**config.mk**
```make
export PLATFORM = sky130hd
export DESIGN_NAME = boundary_scan_tap
export DESIGN_NICKNAME = d
export VERILOG_FILES = /design/src/design/scan_tap_pkg.sv /design/src/design/boundary_scan_tap.sv /design/src/design/pin_sync.sv /design/src/design/pin_scan_chain.sv
export VERILOG_INCLUDE_DIRS = /design/src /design/src/design
export SDC_FILE = /design/constraint.sdc
export NUM_CORES = 1
export LEC_CHECK = 0
export ABC_CLOCK_PERIOD_IN_PS = 3800
export BUFFER_PORTS_ARGS = -buffer_cell sky130_fd_sc_hd__buf_2
export CAP_MARGIN = 10
export CORE_MARGIN = 2
export CORE_UTILIZATION = 45
export CTS_CLUSTER_DIAMETER = 60
export DETAILED_ROUTE_END_ITERATION = 7
export PLACE_DENSITY = 0.73
export SETUP_SLACK_MARGIN = 0.5
export SYNTH_ARGS = -nofsm -noshare
export SYNTH_HDL_FRONTEND = slang
export SYNTH_HIERARCHICAL = 1
export SYNTH_SLANG_ARGS = --single-unit
```
**constraint.sdc**
```tcl
create_clock -name clk_sys_i -period 3.8 [get_ports clk_sys_i]
set_input_delay 0.57 -clock clk_sys_i [delete_from_list [all_inputs] [get_ports clk_sys_i]]
set_output_delay 0.57 -clock clk_sys_i [all_outputs]
set_load 0.01 [all_outputs]
```
**src/design/scan_tap_consts.svh**
```systemverilog
// constants for the boundary scan test access port
`ifndef SCAN_TAP_CONSTS_SVH
`define SCAN_TAP_CONSTS_SVH
`define TI_WIDTH      4
`define TI_EXTEST     4'h0
`define TI_SAMPLE     4'h1
`define TI_IDCODE     4'h2
`define TI_CLAMP      4'h3
`define TI_HIGHZ      4'h4
`define TI_BYPASS     4'hF
`define ID_WIDTH      32
`define ID_REV_MSB    31
`define ID_REV_LSB    28
`define ID_PART_MSB   27
`define ID_PART_LSB   12
`define ID_VEND_MSB   11
`define ID_VEND_LSB   1
`define ID_MARK_BIT   0
// identity values below are arbitrary, chosen for this block
`define ID_REV_VAL    4'h5
`define ID_PART_VAL   16'h1234
`define ID_VEND_VAL   11'h055
`define CHAIN_LEN     8
`define SYNC_STAGES   2
`endif

```
**src/design/scan_tap_pkg.sv**
```systemverilog
// types shared by the boundary scan test access port
package scan_tap_pkg;
  typedef enum logic [3:0] {
    tlr_st, rti_st, sel_dr_st, cap_dr_st, sh_dr_st, ex1_dr_st, pa_dr_st, ex2_dr_st, up_dr_st,
    sel_ir_st, cap_ir_st, sh_ir_st, ex1_ir_st, pa_ir_st, ex2_ir_st, up_ir_st
  } tap_state_type;
  typedef struct packed {
    logic tck;
    logic tms;
    logic tdi;
    logic trst_n;
  } link_pins_type;
  typedef struct packed {
    logic rise;
    logic fall;
  } edge_type;
endpackage

```
**src/design/boundary_scan_tap.sv**
```systemverilog
// boundary scan test access port: controller, instruction and data registers
// Notes on behaviour
// - instruction register is 4 bits; only six defined codes are meant to be used
// - extest: boundary chain in path, held cells drive device outputs
// - bypass: single-bit passthrough register in serial path
// - idcode: load identification value, then shift it out
// - highz: bypass in path, all device output drivers high impedance
// - clamp: held cells drive outputs, bypass in path
// - sample: capture exclusive or of device inputs and outputs into cells, shift out on tdo
// - preload (no code of its own, done by update under sample or extest): shifted-in cell values held for later output-driving instructions
// - identification register is 32 bits long
// - bits 31:28 of identification hold revision number
// - bits 27:12 part code, bits 11:1 vendor code
// - bit 0 of identification always reads one
`include "scan_tap_consts.svh"
module boundary_scan_tap #(
  parameter int          CHAIN_LEN   = `CHAIN_LEN,
  parameter logic [3:0]  REV_VAL     = `ID_REV_VAL,   // arbitrary value
  parameter logic [15:0] PART_VAL    = `ID_PART_VAL,  // arbitrary value
  parameter logic [10:0] VEND_VAL    = `ID_VEND_VAL   // arbitrary value
) (
  input  wire logic                 clk_sys_i,
  input  wire logic                 sys_rst_i,
  input  wire logic                 tck_i,
  input  wire logic                 tms_i,
  input  wire logic                 tdi_i,
  input  wire logic                 trst_n_i,
  output logic                      tdo_o,
  output logic                      tdo_oe_n_o,
  input  wire logic [CHAIN_LEN-1:0] func_out_i,
  input  wire logic [CHAIN_LEN-1:0] func_oe_n_i,
  input  wire logic [CHAIN_LEN-1:0] pins_in_i,
  output logic      [CHAIN_LEN-1:0] pin_out_o,
  output logic      [CHAIN_LEN-1:0] pin_oe_n_o
);
  // the boundary chain cannot shift with fewer than two cells
  if (CHAIN_LEN < 2) begin : g_len_check
    $error("boundary_scan_tap needs CHAIN_LEN of at least 2");
  end

  // -------------------------------------------------------------
  // link pin synchronisation
  // -------------------------------------------------------------
  scan_tap_pkg::link_pins_type raw_pins;
  scan_tap_pkg::link_pins_type pins;
  scan_tap_pkg::edge_type      tck_edge;

  assign raw_pins = '{tck: tck_i, tms: tms_i, tdi: tdi_i, trst_n: trst_n_i};

  pin_sync u_sync (
    .clk_sys_i  (clk_sys_i),
    .sys_rst_i  (sys_rst_i),
    .pins_i     (raw_pins),
    .pins_o     (pins),
    .tck_edge_o (tck_edge)
  );

  // -------------------------------------------------------------
  // controller state
  // -------------------------------------------------------------
  scan_tap_pkg::tap_state_type state;
  scan_tap_pkg::tap_state_type next_state;

  // sixteen-state walk on each rising tck; trst wins over tms
  always_comb begin
    next_state = state;
    if (!pins.trst_n) begin
      next_state = scan_tap_pkg::tlr_st;
    end else if (tck_edge.rise) begin
      unique case (state)
        scan_tap_pkg::tlr_st:    next_state = pins.tms ? scan_tap_pkg::tlr_st
                                                      : scan_tap_pkg::rti_st;
        scan_tap_pkg::rti_st:    next_state = pins.tms ? scan_tap_pkg::sel_dr_st
                                                      : scan_tap_pkg::rti_st;
        scan_tap_pkg::sel_dr_st: next_state = pins.tms ? scan_tap_pkg::sel_ir_st
                                                      : scan_tap_pkg::cap_dr_st;
        scan_tap_pkg::cap_dr_st: next_state = pins.tms ? scan_tap_pkg::ex1_dr_st
                                                      : scan_tap_pkg::sh_dr_st;
        scan_tap_pkg::sh_dr_st:  next_state = pins.tms ? scan_tap_pkg::ex1_dr_st
                                                      : scan_tap_pkg::sh_dr_st;
        scan_tap_pkg::ex1_dr_st: next_state = pins.tms ? scan_tap_pkg::up_dr_st
                                                      : scan_tap_pkg::pa_dr_st;
        scan_tap_pkg::pa_dr_st:  next_state = pins.tms ? scan_tap_pkg::ex2_dr_st
                                                      : scan_tap_pkg::pa_dr_st;
        scan_tap_pkg::ex2_dr_st: next_state = pins.tms ? scan_tap_pkg::up_dr_st
                                                      : scan_tap_pkg::sh_dr_st;
        scan_tap_pkg::up_dr_st:  next_state = pins.tms ? scan_tap_pkg::sel_dr_st
                                                      : scan_tap_pkg::rti_st;
        scan_tap_pkg::sel_ir_st: next_state = pins.tms ? scan_tap_pkg::tlr_st
                                                      : scan_tap_pkg::cap_ir_st;
        scan_tap_pkg::cap_ir_st: next_state = pins.tms ? scan_tap_pkg::ex1_ir_st
                                                      : scan_tap_pkg::sh_ir_st;
        scan_tap_pkg::sh_ir_st:  next_state = pins.tms ? scan_tap_pkg::ex1_ir_st
                                                      : scan_tap_pkg::sh_ir_st;
        scan_tap_pkg::ex1_ir_st: next_state = pins.tms ? scan_tap_pkg::up_ir_st
                                                      : scan_tap_pkg::pa_ir_st;
        scan_tap_pkg::pa_ir_st:  next_state = pins.tms ? scan_tap_pkg::ex2_ir_st
                                                      : scan_tap_pkg::pa_ir_st;
        scan_tap_pkg::ex2_ir_st: next_state = pins.tms ? scan_tap_pkg::up_ir_st
                                                      : scan_tap_pkg::sh_ir_st;
        scan_tap_pkg::up_ir_st:  next_state = pins.tms ? scan_tap_pkg::sel_dr_st
                                                      : scan_tap_pkg::rti_st;
      endcase
    end
  end

  always_ff @(posedge clk_sys_i) begin
    if (sys_rst_i) begin
      state <= scan_tap_pkg::tlr_st;
    end else begin
      state <= next_state;
    end
  end

  // capture and shift act at the tck rise that leaves the named state; update acts at the tck fall within it
  logic do_cap_dr;
  logic do_sh_dr;
  logic do_up_dr;
  logic do_cap_ir;
  logic do_sh_ir;
  logic do_up_ir;

  assign do_cap_dr = tck_edge.rise & pins.trst_n & (state == scan_tap_pkg::cap_dr_st);
  assign do_sh_dr  = tck_edge.rise & pins.trst_n & (state == scan_tap_pkg::sh_dr_st);
  assign do_up_dr  = tck_edge.fall & pins.trst_n & (state == scan_tap_pkg::up_dr_st);
  assign do_cap_ir = tck_edge.rise & pins.trst_n & (state == scan_tap_pkg::cap_ir_st);
  assign do_sh_ir  = tck_edge.rise & pins.trst_n & (state == scan_tap_pkg::sh_ir_st);
  assign do_up_ir  = tck_edge.fall & pins.trst_n & (state == scan_tap_pkg::up_ir_st);

  // -------------------------------------------------------------
  // instruction register
  // -------------------------------------------------------------
  logic [`TI_WIDTH-1:0] ir_shift;
  logic [`TI_WIDTH-1:0] test_instruction;
  logic [`TI_WIDTH-1:0] next_ir_shift;
  logic [`TI_WIDTH-1:0] next_test_instruction;

  // capture loads the mandatory 01 pattern; reserved codes act as bypass
  always_comb begin
    next_ir_shift         = ir_shift;
    next_test_instruction = test_instruction;
    if (do_cap_ir) begin
      next_ir_shift = 4'h1;
    end else if (do_sh_ir) begin
      next_ir_shift = {pins.tdi, ir_shift[`TI_WIDTH-1:1]};  // lsb first
    end
    if (state == scan_tap_pkg::tlr_st) begin
      next_test_instruction = `TI_IDCODE;
    end else if (do_up_ir) begin
      next_test_instruction = ir_shift;
    end
  end

  always_ff @(posedge clk_sys_i) begin
    if (sys_rst_i) begin
      ir_shift         <= '0;
      test_instruction <= `TI_IDCODE;
    end else begin
      ir_shift         <= next_ir_shift;
      test_instruction <= next_test_instruction;
    end
  end

  logic sel_chain;
  logic sel_id;
  logic drive_cells;
  logic force_hiz;

  assign sel_chain   = (test_instruction == `TI_EXTEST) |
                       (test_instruction == `TI_SAMPLE);
  assign sel_id      = (test_instruction == `TI_IDCODE);
  assign drive_cells = (test_instruction == `TI_EXTEST) |
                       (test_instruction == `TI_CLAMP);
  assign force_hiz   = (test_instruction == `TI_HIGHZ);

  // -------------------------------------------------------------
  // bypass and identification registers
  // -------------------------------------------------------------
  logic                 single_bit_passthrough;
  logic [`ID_WIDTH-1:0] part_identification;
  logic                 next_passthrough;
  logic [`ID_WIDTH-1:0] next_ident;
  logic [`ID_WIDTH-1:0] id_value;

  assign id_value[`ID_REV_MSB:`ID_REV_LSB]   = REV_VAL;
  assign id_value[`ID_PART_MSB:`ID_PART_LSB] = PART_VAL;
  assign id_value[`ID_VEND_MSB:`ID_VEND_LSB] = VEND_VAL;
  assign id_value[`ID_MARK_BIT]              = 1'b1;

  // reserved codes fall to bypass so the chain length stays defined
  always_comb begin
    next_passthrough = single_bit_passthrough;
    next_ident       = part_identification;
    if (do_cap_dr) begin
      next_passthrough = 1'b0;
      next_ident       = id_value;
    end else if (do_sh_dr) begin
      next_passthrough = pins.tdi;
      next_ident       = {pins.tdi, part_identification[`ID_WIDTH-1:1]};
    end
  end

  always_ff @(posedge clk_sys_i) begin
    if (sys_rst_i) begin
      single_bit_passthrough <= 1'b0;
      part_identification    <= '0;
    end else begin
      single_bit_passthrough <= next_passthrough;
      part_identification    <= next_ident;
    end
  end

  // -------------------------------------------------------------
  // boundary cells
  // -------------------------------------------------------------
  logic                 chain_tdo;
  logic [CHAIN_LEN-1:0] held_cells;
  logic [CHAIN_LEN-1:0] pins_seen;

  // each cell samples its input exclusive-or its functional output
  assign pins_seen = pins_in_i ^ func_out_i;

  pin_scan_chain #(
    .LEN (CHAIN_LEN)
  ) u_chain (
    .clk_sys_i   (clk_sys_i),
    .sys_rst_i   (sys_rst_i),
    .capture_i   (do_cap_dr & sel_chain),
    .shift_i     (do_sh_dr & sel_chain),
    .update_i    (do_up_dr & sel_chain),
    .tdi_i       (pins.tdi),
    .pins_seen_i (pins_seen),
    .tdo_o       (chain_tdo),
    .held_o      (held_cells)
  );

  // -------------------------------------------------------------
  // tdo output, changed on falling tck
  // -------------------------------------------------------------
  logic tdo_bit;
  logic tdo_drive;
  logic next_tdo;
  logic next_tdo_drive;
  logic sh_any;

  assign sh_any = (state == scan_tap_pkg::sh_dr_st) | (state == scan_tap_pkg::sh_ir_st);

  always_comb begin
    next_tdo       = tdo_bit;
    next_tdo_drive = tdo_drive;
    // test reset lets go of tdo at once, not at the next tck fall
    if (!pins.trst_n) begin
      next_tdo_drive = 1'b0;
    end else if (tck_edge.fall) begin
      next_tdo_drive = sh_any;
      if (state == scan_tap_pkg::sh_ir_st) begin
        next_tdo = ir_shift[0];
      end else if (sel_chain) begin
        next_tdo = chain_tdo;
      end else if (sel_id) begin
        next_tdo = part_identification[0];
      end else begin
        next_tdo = single_bit_passthrough;
      end
    end
  end

  always_ff @(posedge clk_sys_i) begin
    if (sys_rst_i) begin
      tdo_bit   <= 1'b0;
      tdo_drive <= 1'b0;
    end else begin
      tdo_bit   <= next_tdo;
      tdo_drive <= next_tdo_drive;
    end
  end

  assign tdo_o      = tdo_bit;
  assign tdo_oe_n_o = ~tdo_drive;

  // -------------------------------------------------------------
  // device pin multiplexing
  // -------------------------------------------------------------
  logic [CHAIN_LEN-1:0] next_pin_out;
  logic [CHAIN_LEN-1:0] next_pin_oe_n;

  // functional path unless a test instruction owns the pins
  always_comb begin
    next_pin_out  = func_out_i;
    next_pin_oe_n = func_oe_n_i;
    if (force_hiz) begin
      next_pin_oe_n = '1;
    end else if (drive_cells) begin
      next_pin_out  = held_cells;
      next_pin_oe_n = '0;
    end
  end

  always_ff @(posedge clk_sys_i) begin
    if (sys_rst_i) begin
      pin_out_o  <= '0;
      pin_oe_n_o <= '1;
    end else begin
      pin_out_o  <= next_pin_out;
      pin_oe_n_o <= next_pin_oe_n;
    end
  end
endmodule

```
**src/design/pin_sync.sv**
```systemverilog
// two-stage synchroniser for the link pins with tck edge detection
`include "scan_tap_consts.svh"
module pin_sync (
  input  wire logic                    clk_sys_i,
  input  wire logic                    sys_rst_i,
  input  wire scan_tap_pkg::link_pins_type pins_i,
  output scan_tap_pkg::link_pins_type  pins_o,
  output scan_tap_pkg::edge_type       tck_edge_o
);
  scan_tap_pkg::link_pins_type stage1;
  scan_tap_pkg::link_pins_type stage2;
  logic                        tck_prev;
  scan_tap_pkg::link_pins_type next_stage1;
  scan_tap_pkg::link_pins_type next_stage2;
  logic                        next_tck_prev;

  // -------------------------------------------------------------
  // synchroniser chain
  // -------------------------------------------------------------
  // trst reset value is 1 (released) so a reset does not look like a tap reset pulse
  always_comb begin
    next_stage1   = pins_i;
    next_stage2   = stage1;
    next_tck_prev = stage2.tck;
  end

  always_ff @(posedge clk_sys_i) begin
    if (sys_rst_i) begin
      stage1   <= '{tck: 1'b0, tms: 1'b1, tdi: 1'b0, trst_n: 1'b1};
      stage2   <= '{tck: 1'b0, tms: 1'b1, tdi: 1'b0, trst_n: 1'b1};
      tck_prev <= 1'b0;
    end else begin
      stage1   <= next_stage1;
      stage2   <= next_stage2;
      tck_prev <= next_tck_prev;
    end
  end

  // edges seen only on the second stage, never on the first
  assign pins_o          = stage2;
  assign tck_edge_o.rise = stage2.tck & ~tck_prev;
  assign tck_edge_o.fall = ~stage2.tck & tck_prev;
endmodule

```
**src/design/pin_scan_chain.sv**
```systemverilog
// boundary cells: capture/shift stage plus held update stage
`include "scan_tap_consts.svh"
module pin_scan_chain #(
  parameter int LEN = `CHAIN_LEN
) (
  input  wire logic           clk_sys_i,
  input  wire logic           sys_rst_i,
  input  wire logic           capture_i,
  input  wire logic           shift_i,
  input  wire logic           update_i,
  input  wire logic           tdi_i,
  input  wire logic [LEN-1:0] pins_seen_i,
  output logic                tdo_o,
  output logic      [LEN-1:0] held_o
);
  // a single cell would leave the shift slice below reversed
  if (LEN < 2) begin : g_len_check
    $error("pin_scan_chain needs LEN of at least 2");
  end

  logic [LEN-1:0] shift_stage;
  logic [LEN-1:0] next_shift_stage;
  logic [LEN-1:0] next_held;

  // -------------------------------------------------------------
  // per-cell capture, shift and update
  // -------------------------------------------------------------
  always_comb begin
    next_shift_stage = shift_stage;
    next_held        = held_o;
    if (capture_i) begin
      next_shift_stage = pins_seen_i;
    end else if (shift_i) begin
      next_shift_stage = {tdi_i, shift_stage[LEN-1:1]};
    end
    // held copy keeps preload values until the next update
    if (update_i) begin
      next_held = shift_stage;
    end
  end

  always_ff @(posedge clk_sys_i) begin
    if (sys_rst_i) begin
      shift_stage <= '0;
      held_o      <= '0;
    end else begin
      shift_stage <= next_shift_stage;
      held_o      <= next_held;
    end
  end

  assign tdo_o = shift_stage[0];
endmodule

```
# == Word-level counts from Yosys, hierarchy flattened ==
# Cells that the tools add are included.
# totals
regBits,88
input_bits,30
output_inout_bits,18
elab_cells,101
# classes
eq_ne,19
mux,25
bitwise,21
n_reduce_logical,14
# op_table
op,n
31-bit two-way mux,2
4-bit one-hot mux with 12 select lines,1
8-bit two-way mux,5
4-bit equality test (second input constant),8
4-bit by 3-bit equality test with 1-bit output (second input constant),5
4-bit by 2-bit equality test with 1-bit output (second input constant),4
4-bit two-way mux,4
2-bit OR reduction,7
1-bit AND,13
4-bit by 1-bit equality test with 1-bit output (second input constant),2
4-bit logical NOT,2
1-bit two-way mux,8
8-bit bitwise XOR,1
2-bit two-way mux,3
3-bit two-way mux,2
2-bit nonzero test,3
1-bit NOT,4
1-bit OR,3
3-bit OR reduction,1
2-bit AND reduction,1

# == Logic depth before layout (Yosys ltp) ==
# Gate-level depths: netlist of the first run.
# logic_depth
word_depth,7
mapped_depth,8

# == Modules after synthesis ==
# The synthesis of the first run kept the hierarchy.
# modules_own_cells
mod,instances,cells_per_inst,area_per_inst_um2,seq_area_each_um2
boundary_scan_tap,1,305,2592.5,1241.2
pin_scan_chain,1,61,649.4,320.3
pin_sync,1,21,256.5,180.2

# == Worst setup path before layout of the first run ==
# OpenSTA, ideal clock, no wires.
# synth_path
path_type,reg2reg
startpoint,register state[0]
endpoint,register u_chain.shift_stage[0]
setup_time_ns,0.127
t_arrival_ns,1.814
t_required_ns,3.673
path_slack_ns,1.859
path_stages_with_launch,9
n_path_buf,3
period_less_slack_ns,1.941
path_cell_list,dfxtp_1 buf_2 nor4b_1 nand3_1 clkbuf_1 nor2_1 buf_6 mux2i_1 a211oi_1
# synth_via
elab_chain_len,4
word_cells_on_any_way,8
classes_between,2 x eq/ne; 1 x mux; 4 x bitwise; 1 x reduce/logical
# synth_rtl
item,line_no,text
start: declaration,boundary_scan_tap.sv:61,scan_tap_pkg::tap_state_type state;
start signal: assignment,boundary_scan_tap.sv:109,state <= scan_tap_pkg::tlr_st;
start signal: assignment,boundary_scan_tap.sv:111,state <= next_state;
4-bit by 2-bit equality test with 1-bit output / 4-bit by 3-bit equality test with 1-bit output (equally long branches),"boundary_scan_tap.sv:123, boundary_scan_tap.sv:124",
1-bit AND (on tied branches),"boundary_scan_tap.sv:123, boundary_scan_tap.sv:124",
1-bit AND (on tied branches),"boundary_scan_tap.sv:228, boundary_scan_tap.sv:229",
8-bit two-way mux / 2-bit nonzero test (equally long branches),--,
end signal: assignment,pin_scan_chain.sv:47,shift_stage <= next_shift_stage;
end: declaration,pin_scan_chain.sv:21,logic [LEN-1:0] shift_stage;
# Parallel ways exist; a longest one is shown, timed or not.
# A chain may end at the register's enable or synchronous reset.

==> results of run 1 <==
registers in the layout, summed over array words and instances, names as in the netlist, 3 cells and up:
name	count
part_identification	31
u_sync/next_stage2	4
state	4
ir_shift	4
test_instruction	4
pin_oe_n_o	8
pin_out_o	8
u_chain/held_o	8
u_chain/shift_stage	8
u_sync/pins_o	3
final timing paths:
check                                      startpoint                      to  cells past startpoint
worst max-delay path             u_sync/next_tck_prev  u_chain/shift_stage[5]                      6
worst min-delay path                            tms_i   u_sync/next_stage2[2]                      2
worst max register to register   u_sync/next_tck_prev  u_chain/shift_stage[5]                      6
worst min register to register  u_sync/next_stage2[0]        u_sync/pins_o[0]                      1
per-stage QoR:
| stage | instance area (um^2) | power (mW) | setup slack, ns | hold slack [ns] |
|---|---|---|---|---|
| after floorplan | 3490 | 1.00 | 1.86 | 0.383 |
| after global placement | 3760 | 1.03 | 1.28 | 0.388 |
| after detailed placement | 3760 | 1.04 | 1.15 | 0.394 |
| after CTS | 3950 | 1.62 | 1.09 | 0.390 |
| after global routing | 3950 | 1.67 | 0.895 | 0.384 |
| final | 3950 | 1.60 | 1.08 | 0.403 |
worst max-delay path, stage by stage (launching register included):
cell                       delay (ns)
sky130_fd_sc_hd__dfxtp_1         0.35
sky130_fd_sc_hd__nor2b_1         0.57
sky130_fd_sc_hd__nand2_1         0.28
sky130_fd_sc_hd__or3_1           0.54
sky130_fd_sc_hd__nor2_1          0.46
sky130_fd_sc_hd__inv_2           0.19
sky130_fd_sc_hd__a211oi_1        0.26
cell type report:
class | count | area, um^2 | area share [%]
Sequential cell | 87 | 1740 | 44.1
Multi-Input combinational cell | 269 | 1610 | 40.8
Timing Repair Buffer | 51 | 265 | 6.72
Clock buffer | 10 | 138 | 3.49
Tap cell | 102 | 128 | 3.24
Clock inverter | 6 | 42.5 | 1.08
Inverter | 6 | 22.5 | 0.571
power by group through the flow:
stage	logic [mW]	registers, mW	clock network (mW)
3_3_place_gp	0.0791	0.955	0
5_1_grt	0.0892	0.936	0.647
2_1_floorplan	0.0437	0.956	0
6_report	0.0808	0.934	0.590
3_5_place_dp	0.0808	0.955	0
4_1_cts	0.0813	0.934	0.604
layer usage:
layer / routed length [um] / vias up / track usage [%] / share of wire (%)
met2: 3320 / 56 / 26.5 / 47
met3: 290 / 4 / 3.78 / 4.1
met5: 0 / - / 0 / 0
met4: 56 / 0 / 6.22 / 0.80
met1: 3340 / 1293 / 23.5 / 48
li1: - / 1387 / - / -
==> impl_metrics.py, run 1 <==
metrics = {
    "job": {
        "drv.max_cap_violation_count": 0,
    },
    "timing": {
        "relSlewSlack_pct": 45.5,
        "worst_pin_slew_ns": 0.812,
        "maxClockFrequency_ghz": 0.368,
        "final.period_utilization_pct": 71.5,
        "fin_crit_ns": 2.72,
        "report.final.hold_viol_count": 0,
        "grt_setup_unrepaired": "false",
        "setup-violations-final": 0,
        "tns_ns": 0,
        "final_max_slew_viol_count": 0,
        "worst_clock_skew_ns": 0.0101,
    },
    "setup_path": {
        "maximum_fanout_count_along_the_critical_path": 11,
        "worst-setup-path-type": "reg -> reg",
        "crit_required_ns": 4.07,
        "worst_setup_sp_type": "register",
        "cp-end-kind": "register",
        "setup.reg_to_reg.worst_slack_ns": 1.08,
        "critical_path_arrival_ns": 2.98,
    },
    "final_layout": {
        "final_net_count": 454,
        "final_core_util_pct": 51.9,
        "final.fill_count": 699,
        "layout.cells.non_filler": 531,
        "layout.cells.most_common_list": "sky130_fd_sc_hd__dfxtp_1, sky130_fd_sc_hd__nand2_1, sky130_fd_sc_hd__buf_2",
        "n_antenna_cell": 0,
        "layout.cells.most_common": "sky130_fd_sc_hd__dfxtp_1",
        "syn2layout_area_growth_pct": 13.0,
        "ratio_of_cells_with_drive_above_1_in_the_final_layout_pct": 18.4,
    },
    "die": {
        "core-area_um2": 7610,
        "chipWidth_um": 92.1,
        "number_of_i_o_pins": 48,
        "dieArea_um2": 8480,
        "rows": 32,
        "floorplan.die.height_um": 92.1,
        "initial_utilization_pct": 45.9,
    },
    "clock_tree": {
        "post_cts_hold_buffer_count": 0,
        "worst_skew_pair.late_latency_ns": 0.35,
        "clockBufferDepth": 2,
        "clockRootBuffer": "sky130_fd_sc_hd__clkbuf_8",
        "tritoncts": "done",
        "cts.sinks": 87,
        "clock_buffers_created_by_tritoncts": 9,
        "cts_htree_levels": 3,
        "cts_resized": 0,
        "cts.clk_slew.worst_paths_ns": 0.09,
        "cts_setup_buffers": 0,
    },
    "min_path": {
        "min-delay-path-class": "in -> reg",
    },
    "placed_design": {
        "placed_cells": 515,
        "globalplace.congestion": 0.877,
        "place_hpwl_um": 4670,
        "count_of_port_buffers_added_during_placement": 47,
    },
    "power_and_ir_drop": {
        "switching_power_share_of_the_total_pct": 24.1,
        "clock_power_share_pct": 36.8,
        "power_per_cell_area_nw_per_um2": 407,
        "internal-power_mw": 1.22,
        "comb_power_share_pct": 5.0,
        "switching_power_mw": 0.386,
        "vdd_ir_drop_max_mv": 0.244,
        "total_leakage_power_nw": 1.46,
        "pwr-share-seq_pct": 58.2,
    },
    "routing": {
        "drt-initial-drc-count": 127,
        "drt-total-wl_um": 7010,
        "avgViaCountPerCell": 5.16,
        "routedWlPerCell_um": 13.2,
        "antenna_left": 0,
        "dr.pass1.iters": 5,
        "post-route-drc-count": 0,
        "vias": 2740,
    },
    "global_route": {
        "initial_antenna_violation_count": 0,
        "track_usage_pct": 17.1,
        "grt.overflow.total": 0,
        "grt_pass1_wl_um": 11700,
        "grt_pass1_vias": 2472,
        "grt_max_degree": 31,
    },
    "synthesis": {
        "synth_cells": 386,
        "synth_warnings": 6,
        "mappedNetlistArea_um2": 3490,
        "syn_avg_cell_area_um2": 9.04,
        "synth_fp_nets": 416,
    },
    "status": {
        "status": "completed",
    },
}
No activity file was read; power rests on OpenSTA's default activity.
==> inputs of run 2 (changes only) <==
--- a/config.mk
+++ b/config.mk
@@ -6,14 +6,14 @@
 export SDC_FILE = /design/constraint.sdc
 export NUM_CORES = 1
 export LEC_CHECK = 0
-export ABC_CLOCK_PERIOD_IN_PS = 3800
+export ABC_CLOCK_PERIOD_IN_PS = 2500
 export BUFFER_PORTS_ARGS = -buffer_cell sky130_fd_sc_hd__buf_2
 export CAP_MARGIN = 10
 export CORE_MARGIN = 2
 export CORE_UTILIZATION = 45
 export CTS_CLUSTER_DIAMETER = 60
 export DETAILED_ROUTE_END_ITERATION = 7
-export PLACE_DENSITY = 0.73
+export PLACE_DENSITY = 0.75
 export SETUP_SLACK_MARGIN = 0.5
 export SYNTH_ARGS = -nofsm -noshare
 export SYNTH_HDL_FRONTEND = slang
==> constraint.sdc (replaced) <==
create_clock -name clk_sys_i -period 2.5 [get_ports clk_sys_i]
set_input_delay 0.375 -clock clk_sys_i [delete_from_list [all_inputs] [get_ports clk_sys_i]]
set_output_delay 0.375 -clock clk_sys_i [all_outputs]
set_load 0.01 [all_outputs]
==> impl_metrics.py, run 2 (same netlist as run 1, synthesis figures left out) <==
metrics = {
    "status": {
        "status": "completed",
    },
    "routing": {
        "vias": 2786,
        "dr.pass1.iters": 4,
        "drt-initial-drc-count": 104,
        "post-route-drc-count": 0,
        "drt-total-wl_um": 7020,
        "antenna_left": 0,
        "avgViaCountPerCell": 5.16,
        "routedWlPerCell_um": 13.0,
    },
    "die": {
        "rows": 32,
        "core-area_um2": 7610,
        "floorplan.die.height_um": 92.1,
        "dieArea_um2": 8480,
        "number_of_i_o_pins": 48,
        "chipWidth_um": 92.1,
        "initial_utilization_pct": 45.9,
    },
    "timing": {
        "tns_ns": 0,
        "worst_clock_skew_ns": 0.00887,
        "relSlewSlack_pct": 50.5,
        "worst_hold_slack_ns": 0.193,
        "fin_crit_ns": 1.92,
        "setup-violations-final": 0,
        "final_max_slew_viol_count": 0,
        "worst_pin_slew_ns": 0.742,
        "report.final.hold_viol_count": 0,
        "grt_setup_unrepaired": "true",
        "final.period_utilization_pct": 76.8,
        "maxClockFrequency_ghz": 0.521,
    },
    "setup_path": {
        "cp-end-kind": "register",
        "maximum_fanout_count_along_the_critical_path": 8,
        "worst-setup-path-type": "reg -> reg",
        "startpoint": "test_instruction[1]",
        "setup.reg_to_reg.worst_slack_ns": 0.58,
        "critical_path_arrival_ns": 2.16,
        "worst_setup_sp_type": "register",
        "crit_required_ns": 2.74,
        "worstReg2RegStart": "test_instruction[1]",
    },
    "final_layout": {
        "largest-register": "part_identification",
        "layout.cells.most_common": "sky130_fd_sc_hd__dfxtp_1",
        "final_net_count": 463,
        "final_core_util_pct": 53.3,
        "ratio_of_cells_with_drive_above_1_in_the_final_layout_pct": 21.2,
        "max_ffs_per_register": 31,
        "layout.cells.most_common_list": "sky130_fd_sc_hd__dfxtp_1, sky130_fd_sc_hd__nand2_1, sky130_fd_sc_hd__buf_2",
        "n_antenna_cell": 0,
        "layout.cells.non_filler": 540,
        "syn2layout_area_growth_pct": 16.2,
    },
    "clock_tree": {
        "clockBufferDepth": 2,
        "clock_buffers_created_by_tritoncts": 9,
        "cts.sinks": 87,
        "tritoncts": "done",
        "cts.clk_slew.worst_paths_ns": 0.09,
        "clockRootBuffer": "sky130_fd_sc_hd__clkbuf_8",
        "worst_skew_pair.late_latency_ns": 0.36,
        "cts_htree_levels": 3,
    },
    "placed_design": {
        "count_of_port_buffers_added_during_placement": 47,
        "placed_cells": 522,
        "globalplace.congestion": 0.876,
        "place_hpwl_um": 4750,
    },
    "global_route": {
        "grt_pass1_wl_um": 12000,
        "grt_pass1_vias": 2662,
        "grt.overflow.total": 0,
        "grt_max_degree": 38,
        "track_usage_pct": 17.5,
        "initial_antenna_violation_count": 0,
    },
    "min_path": {
        "min-delay-path-class": "in -> reg",
        "hold_path_startpoint": "trst_n_i",
    },
    "job": {
        "drv.max_cap_violation_count": 0,
    },
    "power_and_ir_drop": {
        "vdd_ir_drop_max_mv": 0.296,
        "total_leakage_power_nw": 1.52,
        "power_per_cell_area_nw_per_um2": 603,
    },
}
## run 2: cell types whose count changed in the layout (fill, tap and decap cells not counted), sizes merged
| cell | change |
|---|---|
| buf | +9 |
| clkinv | +2 |
| inv | -2 |
## run 2: cell type report
type,instances,area (um^2)
well taps,102,128
clock inverters,6,46.3
flip-flops and latches,87,1750
fillers,715,3550
clock buffers,10,138
multi-input cells,269,1620
inverters,6,22.5
repair buffers,60,358
## run 2: per-layer routing
metal	global-route usage [%]	up-vias	wire length [um]
met1	23.2	1285	3360
li1	-	1419	-
met5	0	-	0
met3	4.35	16	312
met4	7.59	0	141
met2	27.1	66	3210
## run 2: path summary, 6_finish.rpt
check / cells past startpoint / endpoint
hold / removal: 2 / u_sync/next_stage2[0]
setup reg to reg: 6 / u_chain/held_o[1]
setup / recovery: 6 / u_chain/held_o[1]
hold reg to reg: 1 / u_sync/pins_o[2]
## run 2: timing repair
item                       4_1_cts  5_1_grt
hold buffers                     0        0
buffers inserted                 0        2
setup endpoints to repair        0       47
resized for setup                0        5
## run 2: worst max-delay path: stages, from the launching register on
cell and delay, ns:
sky130_fd_sc_hd__dfxtp_2 0.36, sky130_fd_sc_hd__or3_4 0.41, sky130_fd_sc_hd__or3_1 0.37, sky130_fd_sc_hd__nor3_1 0.16, sky130_fd_sc_hd__buf_4 0.24, sky130_fd_sc_hd__mux2i_1 0.21
sky130_fd_sc_hd__nor2_1 0.05
## run 2: report_power, final
part / switching, mW / total, mW / internal [mW]
Clock: 0.509 / 0.900 / 0.391
Combinational: 0.0726 / 0.129 / 0.0565
Sequential: 0.0106 / 1.42 / 1.41
## run 2: stage by stage
stage,total power [mW],instance area [um^2],setup slack (ns)
final,2.45,4060,0.580
after global routing,2.53,4060,0.462
after CTS,2.47,4010,0.503
after detailed placement,1.58,3830,0.505
after global placement,1.57,3830,0.547
after floorplan,1.52,3490,0.559
